<file path="src/rtl/second_stage_loop_cfg.svh">
`ifndef SECOND_STAGE_LOOP_CFG_SVH
`define SECOND_STAGE_LOOP_CFG_SVH

// Register offsets
`define SECOND_STAGE_LOOP_PRESC_OFFSET 16'h0204
`define SECOND_STAGE_LOOP_LOOPF_OFFSET 16'h0205

// Reset values
`define SECOND_STAGE_LOOP_PRESC_RESET 8'h00
`define SECOND_STAGE_LOOP_LOOPF_RESET 8'h00

// Prescaler register fields
`define SECOND_STAGE_LOOP_REF_EDGE_BIT 5
`define SECOND_STAGE_LOOP_FB_EDGE_BIT 4
`define SECOND_STAGE_LOOP_PRESC_PD_BIT 3
`define SECOND_STAGE_LOOP_RATIO_MSB 2
`define SECOND_STAGE_LOOP_RATIO_LSB 0
`define SECOND_STAGE_LOOP_PRESC_WMASK 8'h3F

// Loop-filter register fields
`define SECOND_STAGE_LOOP_SECOND_POLE_RESISTOR_MSB 7
`define SECOND_STAGE_LOOP_SECOND_POLE_RESISTOR_LSB 6
`define SECOND_STAGE_LOOP_ZERO_RESISTOR_MSB 5
`define SECOND_STAGE_LOOP_ZERO_RESISTOR_LSB 3
`define SECOND_STAGE_LOOP_FIRST_POLE_CAPACITOR_MSB 2
`define SECOND_STAGE_LOOP_FIRST_POLE_CAPACITOR_LSB 0

`endif

</file>
<file path="src/rtl/second_stage_loop_pkg.sv">
package second_stage_loop_pkg;

    typedef logic [7:0] cfg_byte_t;
    typedef logic [15:0] cfg_addr_t;

    typedef enum logic [2:0] {
        RATIO_DIV3 = 3'b011,
        RATIO_DIV4 = 3'b100,
        RATIO_DIV5 = 3'b101
    } ratio_code_e;

    typedef logic [11:0] ohms_t;
    typedef logic [5:0] pf_t;

endpackage
</file>
<file path="src/rtl/second_stage_loop_divider_filter_config.sv">
`timescale 1ns/1ns
// Functional notes
// - Bit 5 picks reference edge, bit 4 feedback edge: 1 falling, 0 rising.
// - Bit 3 set powers down the VCO output prescaler; clear runs it only for ratio codes 011, 100 or 101.
// - Ratio bits 2:0 select divide by 3, 4 or 5 for codes 011, 100, 101.
// - Loop-filter bits 7:6 pick second-pole resistor 900, 450, 300, 225 ohms.
// - Loop-filter bits 5:3 pick zero resistor 3250 down to 1850 ohms table.
// - Loop-filter bits 2:0 pick first-pole capacitor 0, 8 or 16 pF.
`include "second_stage_loop_cfg.svh"

module second_stage_loop_divider_filter_config
    import second_stage_loop_pkg::*;
(
    input wire logic i_clk_sys,
    input wire logic i_srst,
    input wire logic i_wr_en,
    input wire logic i_rd_en,
    input wire logic [15:0] i_addr,
    input wire logic [7:0] i_wr_data,
    output logic [7:0] o_rd_data,
    output logic o_rd_valid,
    input wire logic i_pfd_ref,
    input wire logic i_pfd_fb,
    output logic o_ref_edge,
    output logic o_fb_edge,
    input wire logic i_vco_tick,
    output logic o_presc_tick,
    output logic o_presc_running,
    output logic [2:0] o_presc_divide,
    output logic [11:0] o_second_pole_resistor_ohms,
    output logic [11:0] o_zero_resistor_ohms,
    output logic [5:0] o_first_pole_capacitor_pf,
    output logic o_first_pole_capacitor_known
);

    cfg_byte_t presc_r;
    cfg_byte_t loopf_r;

    logic ref_s1_r;
    logic ref_s2_r;
    logic ref_prev_r;
    logic fb_s1_r;
    logic fb_s2_r;
    logic fb_prev_r;

    logic [2:0] div_cnt_r;
    logic [2:0] divide;
    logic ratio_ok;

    // Chosen edge of a synchronised input
    function automatic logic edge_hit(input logic cur, input logic prev, input logic falling);
        edge_hit = falling ? (prev & ~cur) : (cur & ~prev);
    endfunction

    function automatic logic [2:0] ratio_divide(input logic [2:0] code);
        case (code)
            RATIO_DIV3: ratio_divide = 3'h3;
            RATIO_DIV4: ratio_divide = 3'h4;
            RATIO_DIV5: ratio_divide = 3'h5;
            default: ratio_divide = 3'h0;
        endcase
    endfunction

    function automatic ohms_t second_pole_resistor_ohms(input logic [1:0] code);
        case (code)
            2'b00: second_pole_resistor_ohms = 12'h384;
            2'b01: second_pole_resistor_ohms = 12'h1c2;
            2'b10: second_pole_resistor_ohms = 12'h12c;
            default: second_pole_resistor_ohms = 12'h0e1;
        endcase
    endfunction

    function automatic ohms_t zero_resistor_ohms(input logic [2:0] code);
        case (code)
            3'b000: zero_resistor_ohms = 12'hcb2;
            3'b001: zero_resistor_ohms = 12'habe;
            3'b010: zero_resistor_ohms = 12'h8ca;
            3'b011: zero_resistor_ohms = 12'h834;
            3'b100: zero_resistor_ohms = 12'hbb8;
            3'b101: zero_resistor_ohms = 12'h9c4;
            3'b110: zero_resistor_ohms = 12'h7d0;
            default: zero_resistor_ohms = 12'h73a;
        endcase
    endfunction

    function automatic pf_t first_pole_capacitor_pf(input logic [2:0] code);
        case (code)
            3'b000: first_pole_capacitor_pf = 6'h00;
            3'b001: first_pole_capacitor_pf = 6'h08;
            3'b010: first_pole_capacitor_pf = 6'h10;
            default: first_pole_capacitor_pf = 6'h00;
        endcase
    endfunction

    // Register writes; reserved prescaler bits are not stored
    // reserved bits dropped
    always_ff @(posedge i_clk_sys) begin
        if (i_srst) begin
            presc_r <= `SECOND_STAGE_LOOP_PRESC_RESET;
            loopf_r <= `SECOND_STAGE_LOOP_LOOPF_RESET;
        end else if (i_wr_en) begin
            if (i_addr == `SECOND_STAGE_LOOP_PRESC_OFFSET) begin
                presc_r <= i_wr_data & `SECOND_STAGE_LOOP_PRESC_WMASK;
            end
            if (i_addr == `SECOND_STAGE_LOOP_LOOPF_OFFSET) begin
                loopf_r <= i_wr_data;
            end
        end
    end

    // Read data one cycle after the request; unmapped reads give zero
    always_ff @(posedge i_clk_sys) begin
        if (i_srst) begin
            o_rd_data <= 8'h00;
            o_rd_valid <= 1'b0;
        end else begin
            o_rd_valid <= i_rd_en;
            if (i_rd_en) begin
                if (i_addr == `SECOND_STAGE_LOOP_PRESC_OFFSET) begin
                    o_rd_data <= presc_r;
                end else if (i_addr == `SECOND_STAGE_LOOP_LOOPF_OFFSET) begin
                    o_rd_data <= loopf_r;
                end else begin
                    o_rd_data <= 8'h00;
                end
            end
        end
    end

    // Detector inputs come from pins: two-stage synchronisers
    always_ff @(posedge i_clk_sys) begin
        if (i_srst) begin
            ref_s1_r <= 1'b0;
            ref_s2_r <= 1'b0;
            ref_prev_r <= 1'b0;
            fb_s1_r <= 1'b0;
            fb_s2_r <= 1'b0;
            fb_prev_r <= 1'b0;
        end else begin
            ref_s1_r <= i_pfd_ref;
            ref_s2_r <= ref_s1_r;
            ref_prev_r <= ref_s2_r;
            fb_s1_r <= i_pfd_fb;
            fb_s2_r <= fb_s1_r;
            fb_prev_r <= fb_s2_r;
        end
    end

    always_ff @(posedge i_clk_sys) begin
        if (i_srst) begin
            o_ref_edge <= 1'b0;
            o_fb_edge <= 1'b0;
        end else begin
            o_ref_edge <= edge_hit(ref_s2_r, ref_prev_r, presc_r[`SECOND_STAGE_LOOP_REF_EDGE_BIT]);
            o_fb_edge <= edge_hit(fb_s2_r, fb_prev_r, presc_r[`SECOND_STAGE_LOOP_FB_EDGE_BIT]);
        end
    end

    assign divide = ratio_divide(presc_r[`SECOND_STAGE_LOOP_RATIO_MSB:`SECOND_STAGE_LOOP_RATIO_LSB]);
    assign ratio_ok = (divide != 3'h0);

    always_ff @(posedge i_clk_sys) begin
        if (i_srst) begin
            div_cnt_r <= 3'h0;
            o_presc_tick <= 1'b0;
        end else if (presc_r[`SECOND_STAGE_LOOP_PRESC_PD_BIT] || !ratio_ok) begin
            div_cnt_r <= 3'h0;
            o_presc_tick <= 1'b0;
        end else if (i_vco_tick) begin
            // one output per N input ticks
            if (div_cnt_r >= divide - 3'h1) begin
                div_cnt_r <= 3'h0;
                o_presc_tick <= 1'b1;
            end else begin
                div_cnt_r <= div_cnt_r + 3'h1;
                o_presc_tick <= 1'b0;
            end
        end else begin
            o_presc_tick <= 1'b0;
        end
    end

    always_ff @(posedge i_clk_sys) begin
        if (i_srst) begin
            o_presc_running <= 1'b0;
            o_presc_divide <= 3'h0;
        end else begin
            o_presc_running <= ~presc_r[`SECOND_STAGE_LOOP_PRESC_PD_BIT] & ratio_ok;
            o_presc_divide <= divide;
        end
    end

    // Loop-filter selections presented to the analog filter
    always_ff @(posedge i_clk_sys) begin
        if (i_srst) begin
            o_second_pole_resistor_ohms <= 12'h000;
            o_zero_resistor_ohms <= 12'h000;
            o_first_pole_capacitor_pf <= 6'h00;
            o_first_pole_capacitor_known <= 1'b0;
        end else begin
            o_second_pole_resistor_ohms <=
                second_pole_resistor_ohms(loopf_r[`SECOND_STAGE_LOOP_SECOND_POLE_RESISTOR_MSB:`SECOND_STAGE_LOOP_SECOND_POLE_RESISTOR_LSB]);
            o_zero_resistor_ohms <= zero_resistor_ohms(loopf_r[`SECOND_STAGE_LOOP_ZERO_RESISTOR_MSB:`SECOND_STAGE_LOOP_ZERO_RESISTOR_LSB]);
            o_first_pole_capacitor_pf <=
                first_pole_capacitor_pf(loopf_r[`SECOND_STAGE_LOOP_FIRST_POLE_CAPACITOR_MSB:`SECOND_STAGE_LOOP_FIRST_POLE_CAPACITOR_LSB]);
            o_first_pole_capacitor_known <=
                (loopf_r[`SECOND_STAGE_LOOP_FIRST_POLE_CAPACITOR_MSB:`SECOND_STAGE_LOOP_FIRST_POLE_CAPACITOR_LSB] <= 3'b010);
        end
    end

endmodule

</file>
<file path="config.mk">
export PLATFORM = sky130hd
export DESIGN_NAME = second_stage_loop_divider_filter_config
export DESIGN_NICKNAME = d
export VERILOG_FILES = /design/src/rtl/second_stage_loop_pkg.sv /design/src/rtl/second_stage_loop_divider_filter_config.sv
export VERILOG_INCLUDE_DIRS = /design/src /design/src/rtl
export SDC_FILE = /design/constraint.sdc
export NUM_CORES = 1
export LEC_CHECK = 0
export BUFFER_PORTS_ARGS = -buffer_cell sky130_fd_sc_hd__buf_4
export CORE_AREA = 2 2 79 81
export DETAILED_ROUTE_END_ITERATION = 8
export DIE_AREA = 0 0 81 83
export PLACE_DENSITY = 0.7
export SKIP_CTS_REPAIR_TIMING = 1
export SLEW_MARGIN = 20
export SYNTH_ARGS = -nofsm -noshare
export SYNTH_HDL_FRONTEND = slang
export SYNTH_SLANG_ARGS = --single-unit
</file>
<file path="constraint.sdc">
create_clock -name i_clk_sys -period 4.2 [get_ports i_clk_sys]
set_input_delay 0.21 -clock i_clk_sys [delete_from_list [all_inputs] [get_ports i_clk_sys]]
set_output_delay 0.21 -clock i_clk_sys [all_outputs]
set_load 0.05 [all_outputs]
</file>
# After elaboration in Yosys (flattened, before gate mapping)
# Index checks and enable logic that the tools add are counted.
[totals]
reg_bits = 70
latchBits = 0
mem_bits_rw = 0
rom_bits = 0
out_inout_bits = 47
n_memories = 0
[op_classes]
n_addsub = 2
multipliers = 0
n_div = 0
n_lt_le_gt_ge = 2
eq_ne = 15
shifts = 0
mux = 10
bitwise = 11
reduce_logical = 9
[op_table]
columns = ["cell", "count"]
rows = [
  ["12-bit case mux with 7 select lines", 1],
  ["16-bit by 10-bit == test with 1-bit output (second input constant)", 2],
  ["10-bit case mux with 3 select lines", 1],
  ["8-bit two-way mux", 2],
  ["3-bit == test (second input constant)", 5],
  ["3-bit by 2-bit == test with 1-bit output (second input constant)", 4],
  ["5-bit case mux with 2 select lines", 1],
  ["3-bit case mux with 3 select lines", 1],
  ["3-bit by 1-bit == test with 1-bit output (second input constant)", 2],
  ["1-bit NOT", 6],
  ["1-bit AND", 5],
  ["2-bit AND reduction", 2],
  ["3-bit by 1-bit adder with 3-bit output (second input constant)", 1],
  ["3-bit greater-or-equal comparator", 1],
  ["3-bit by 2-bit less-or-equal comparator with 1-bit output (second input constant)", 1],
  ["3-bit logical NOT", 1],
  ["1-bit two-way mux", 3],
  ["3-bit two-way mux", 1],
  ["3-bit nonzero test", 1],
  ["3-bit OR reduction", 1],
  ["3-bit by 1-bit subtractor with 3-bit output (second input constant)", 1],
  ["2-bit by 1-bit == test with 1-bit output (second input constant)", 1],
  ["2-bit == test (second input constant)", 1],
  ["2-bit logical NOT", 1],
  ["3 further kinds", 3],
]

# Logic depth before layout (Yosys ltp)
[depth]
depth_word = 6
depth_mapped = 7
mapped_depth_nobuf = 7

# Least setup slack after synthesis
# Ideal clock, no wire load.
[synth_timing]
kind = "register -> register"
start = "register presc_r[2]"
end = "register div_cnt_r[0]"
arrival_time_ns = 1.496
required_ns = 4.135
path_slack_ns = 2.639
stages_incl_launch_ff = 8
path_buffers = 0
path_cell_list = "dfxtp_1 > xor2_1 > nand2_1 > ha_1 > nand2b_1 > a211oi_1 > o21ai_0 > nor2_1"
[synth_via]
elab_chain_len = 6
[synth_lines]
columns = ["item", "line", "rtl"]
rows = [
  ["from (decl)", "second_stage_loop_divider_filter_config.sv:36", "cfg_byte_t presc_r;"],
  ["from (signal assigned)", "second_stage_loop_divider_filter_config.sv:99", "presc_r <= `SECOND_STAGE_LOOP_PRESC_RESET;"],
  ["from (signal assigned)", "second_stage_loop_divider_filter_config.sv:103", "presc_r <= i_wr_data & `SECOND_STAGE_LOOP_PRESC_WMASK;"],
  ["3-bit == test or 3-bit by 2-bit == test with 1-bit output (tied branches)", "second_stage_loop_divider_filter_config.sv:56", "case (code)"],
  ["3-bit case mux with 3 select lines *", "second_stage_loop_divider_filter_config.sv:56", ""],
  ["branches (longest 4 deep; another with 3-bit by 1-bit subtractor with 3-bit output)", "n/a", ""],
  ["to (signal assigned)", "second_stage_loop_divider_filter_config.sv:175", "div_cnt_r <= div_cnt_r + 3'h1;"],
  ["to (decl)", "second_stage_loop_divider_filter_config.sv:46", "logic [2:0] div_cnt_r;"],
]
# Mark *: on every way between the ends.
# A chain may end at the register's enable or synchronous reset.

# Final worst setup path
[layout_timing]
start = "register presc_r[2]"
end = "register div_cnt_r[1]"
# The elaborated chain is that of the path after synthesis.

==> run_results.csv <==
group,metric,value,unit
outcome,status,"finished clean",
placed_design,dp_slack,2.30,ns
cells_and_area,area_delta_synth_final,27.9,%
cells_and_area,fin_nets,340,
synthesis,synth-seq-area-share,52.9,%
synthesis,syn_inst,239,
power_and_ir_drop,peakVddDrop,0.000174,V
floorplan,core-area,5820,um2
timing,worst_slack,2.37,ns
timing,hold_ws,0.0835,ns
synthesis,synth_ff_type,"dfxtp_1",
power_and_ir_drop,p_leak,1.28,nW
route,drt_wl_total,4640,um
timing,fin_crit_sh,43.6,%
placed_design,port_buffers,69,
route,dr_total_vias,1824,
setup_path,worstPathRequired,4.48,ns
clock_network,clkTransAtPathRegs,0.07,ns
clock_network,cts_tree,"done",
synthesis,yosysWarnings,0,
setup_path,crit_chain,"xor2_1 -> nand2_1 -> ha_1 -> nand2b_1 -> a211oi_1 -> o21ai_0 -> nor2_1",
timing,worst_pin_slew,0.515,ns
cells_and_area,fill_cells,585,
global_routing,grt_overflow,0,
setup_path,cp_slowest_cell,"dfxtp_1",
timing,period_minus_slack,1.83,ns
placed_design,placed_cells,369,
cells_and_area,fin_cells,385,
route,drc,0,
clock_network,clock_sink_count,62,
route,routed_via_density,4.74,
setup_path,critPathLaunch,"presc_r[2]$_SDFFE_PP0P_",
setup_path,critPathArrivalTime,2.11,ns
power_and_ir_drop,p_switching,0.000291,W
clock_network,cts_root_buf,"clkbuf_8",
power_and_ir_drop,p_comb_share,8.0,%
power_and_ir_drop,finalPower,0.00121,W
route,dr.first_iter.drc_count,76,
power_and_ir_drop,clkPwrFrac,42.4,%
timing,slew_headroom,65.7,%
hold_path,hold_path_class,"in -> reg",
run,drv_cap,0,
timing,setup_viol,0,
floorplan,die_y,83,um
placed_design,gp_congestion,0.793,
timing,rsz0062_at_grt,"false",
floorplan,die_w,81,um
route,ant_nets,0,
clock_network,clk_path_buf_depth,2,
power_and_ir_drop,internal_power,0.000918,W
floorplan,start_util,40.4,%
route,detailedRoute.firstPassIterationCount,4,
timing,skew,0.00988,ns
power_and_ir_drop,switching_share,24.1,%
route,drt-wirelength-per-cell,12.0,um
setup_path,critical_path_class,"reg -> reg",
synthesis,syn_area_per_cell,9.82,um2
setup_path,rr_startpoint,"presc_r[2]$_SDFFE_PP0P_",
synthesis,ys_ff_latch,62,
synthesis,async_reset_ff_share,0,%
setup_path,cp-end-kind,"register",
setup_path,worst_setup_path_start_kind,"register",
global_routing,antenna_found_initial,0,
clock_network,cts_buffers,9,
setup_path,cp_max_fo,5,
power_and_ir_drop,p_per_area,403,nW/um2
timing,finalHoldViolCount,0,
clock_network,worstSkewPairLatency,0.34,ns
synthesis,synth.cell_area,2350,um2
timing,max_freq,546,MHz
placed_design,hpwl,3250,um
synthesis,synth_edf_count,0,
synthesis,synth_top_cell_area_share,52.9,%
global_routing,grt_max_degree,48,
setup_path,rrSetupSlack,2.37,ns
timing,final.setup.tns,0,ns
cells_and_area,antennaDiodeCount,0,
global_routing,grt_pass1_vias,1656,
synthesis,post-synth-top-area-cell,"dfxtp_1",
hold_path,min_from,"i_pfd_ref",
floorplan,dieArea,6720,um2
global_routing,grt_pass1_wl,7540,um
synthesis,ys_top_cells_by_area,"dfxtp_1 (53%), o21ai_0 (5.1%), a21oi_1 (4.1%)",
floorplan,row_count,28,
clock_network,htreeDepth,3,
floorplan,pin_count,78,
setup_path,slowest_delay,0.41,ns
global_routing,grt_usage,14.8,%
synthesis,ys_types,37,
power_and_ir_drop,seqPwrFrac,49.6,%
cells_and_area,drive_gt1_share,29.0,%
timing,slew_viol_final,0,
==> synth_stat cells (all sizes together), types with 2 or more instances <==
cell	number
and2	6
clkbuf	8
xnor2	5
ha	4
or3b	2
o21ai	24
nor2	16
nor4	2
nand3b	3
a21oi	19
mux2i	7
inv	5
a211oi	4
xor2	2
nand2	16
nor4b	2
nor3	3
nor2b	13
nand3	11
nand2b	3
nand4b	2
buf	13
dfxtp	62
==> cell type report <==
class	count	area [um2]	share of cell area [%]
Sequential cell	62	1240	41.3
Multi-Input combinational cell	158	932	31.0
Timing Repair Buffer	69	518	17.3
Clock buffer	10	138	4.58
Tap cell	75	93.8	3.13
Clock inverter	6	61.3	2.04
Inverter	5	18.8	0.625
==> final timing paths <==
check	end	cells after the start
setup / recovery	div_cnt_r[1]$_SDFFE_PP0P_	7
hold / removal	ref_s1_r$_SDFF_PP0_	2
setup reg to reg	div_cnt_r[1]$_SDFFE_PP0P_	7
hold reg to reg	ref_s2_r$_SDFF_PP0_	1
==> sequential cells by signal, indices dropped and copies added (netlist names), 2 cells and up <==
signal	count
o_presc_divide	3
div_cnt_r	3
o_first_pole_capacitor_pf	2
presc_r	6
o_second_pole_resistor_ohms	9
o_zero_resistor_ohms	11
o_rd_data	8
loopf_r	8
==> metrics by stage <==
step / utilization, % / area [um2]
2_1_floorplan: - / 2370
3_3_place_gp: 48.2 / 2800
3_5_place_dp: 48.2 / 2800
4_1_cts: 51.6 / 3000
5_1_grt: 51.6 / 3000
6_report: 51.6 / 3000
==> cell usage in the layout (no fill, tap or decap), types with 2 or more instances in the layout <==
cell      count
a211oi_1      4
a21oi_1      19
and2_1        5
buf_4        69
clkbuf_8     10
clkinv_2      3
conb_1        8
dfxtp_1      62
ha_1          4
inv_1         5
mux2i_1       7
nand2_1      16
nand2b_1      3
nand3_1      11
nand3b_1      3
nand4b_1      2
nor2_1       16
nor2b_1      13
nor3_1        3
nor4b_1       2
o21ai_0      24
or3b_2        2
xnor2_1       5
xor2_1        2
==> power groups by stage <==
stage          Clock (W)  Sequential (W)  Combinational (W)
2_1_floorplan          0        0.000636          0.0000466
3_3_place_gp           0        0.000612          0.0000969
3_5_place_dp           0        0.000612          0.0000972
4_1_cts         0.000528        0.000599          0.0000973
5_1_grt         0.000555        0.000599           0.000103
6_report        0.000513        0.000599          0.0000970
==> cells by family after synthesis <==
family,count (synthesis),synth area share (%)
xor gates and xnor gates,7,2.61
other,1,0.160
buffers and inverters,26,8.53
muxes,8,3.46
and+or+nand+nor,84,19.8
DFF,62,52.9
AOI/OAI and AO/OA,47,10.4
adders and majority gates,4,2.13
==> worst max-delay path: cells and delay by family, from the launching register on <==
| kind | cells | cell delay (ns) |
|---|---|---|
| DFF | 1 | 0.41 |
| AOI/OAI and AO/OA | 2 | 0.51 |
| adders and majority gates | 1 | 0.28 |
| and+or+nand+nor | 3 | 0.38 |
| xor gates and xnor gates | 1 | 0.18 |
==> layer usage <==
layer	global-route usage, %	share of wire [%]	wire, um	vias up
met5	0	0	0	-
met1	18.6	45	2100	816
li1	-	-	-	926
met4	7.09	2.0	92	0
met3	6.52	7.7	359	8
met2	21.4	45	2090	74
(Power assumes the default switching activity.)
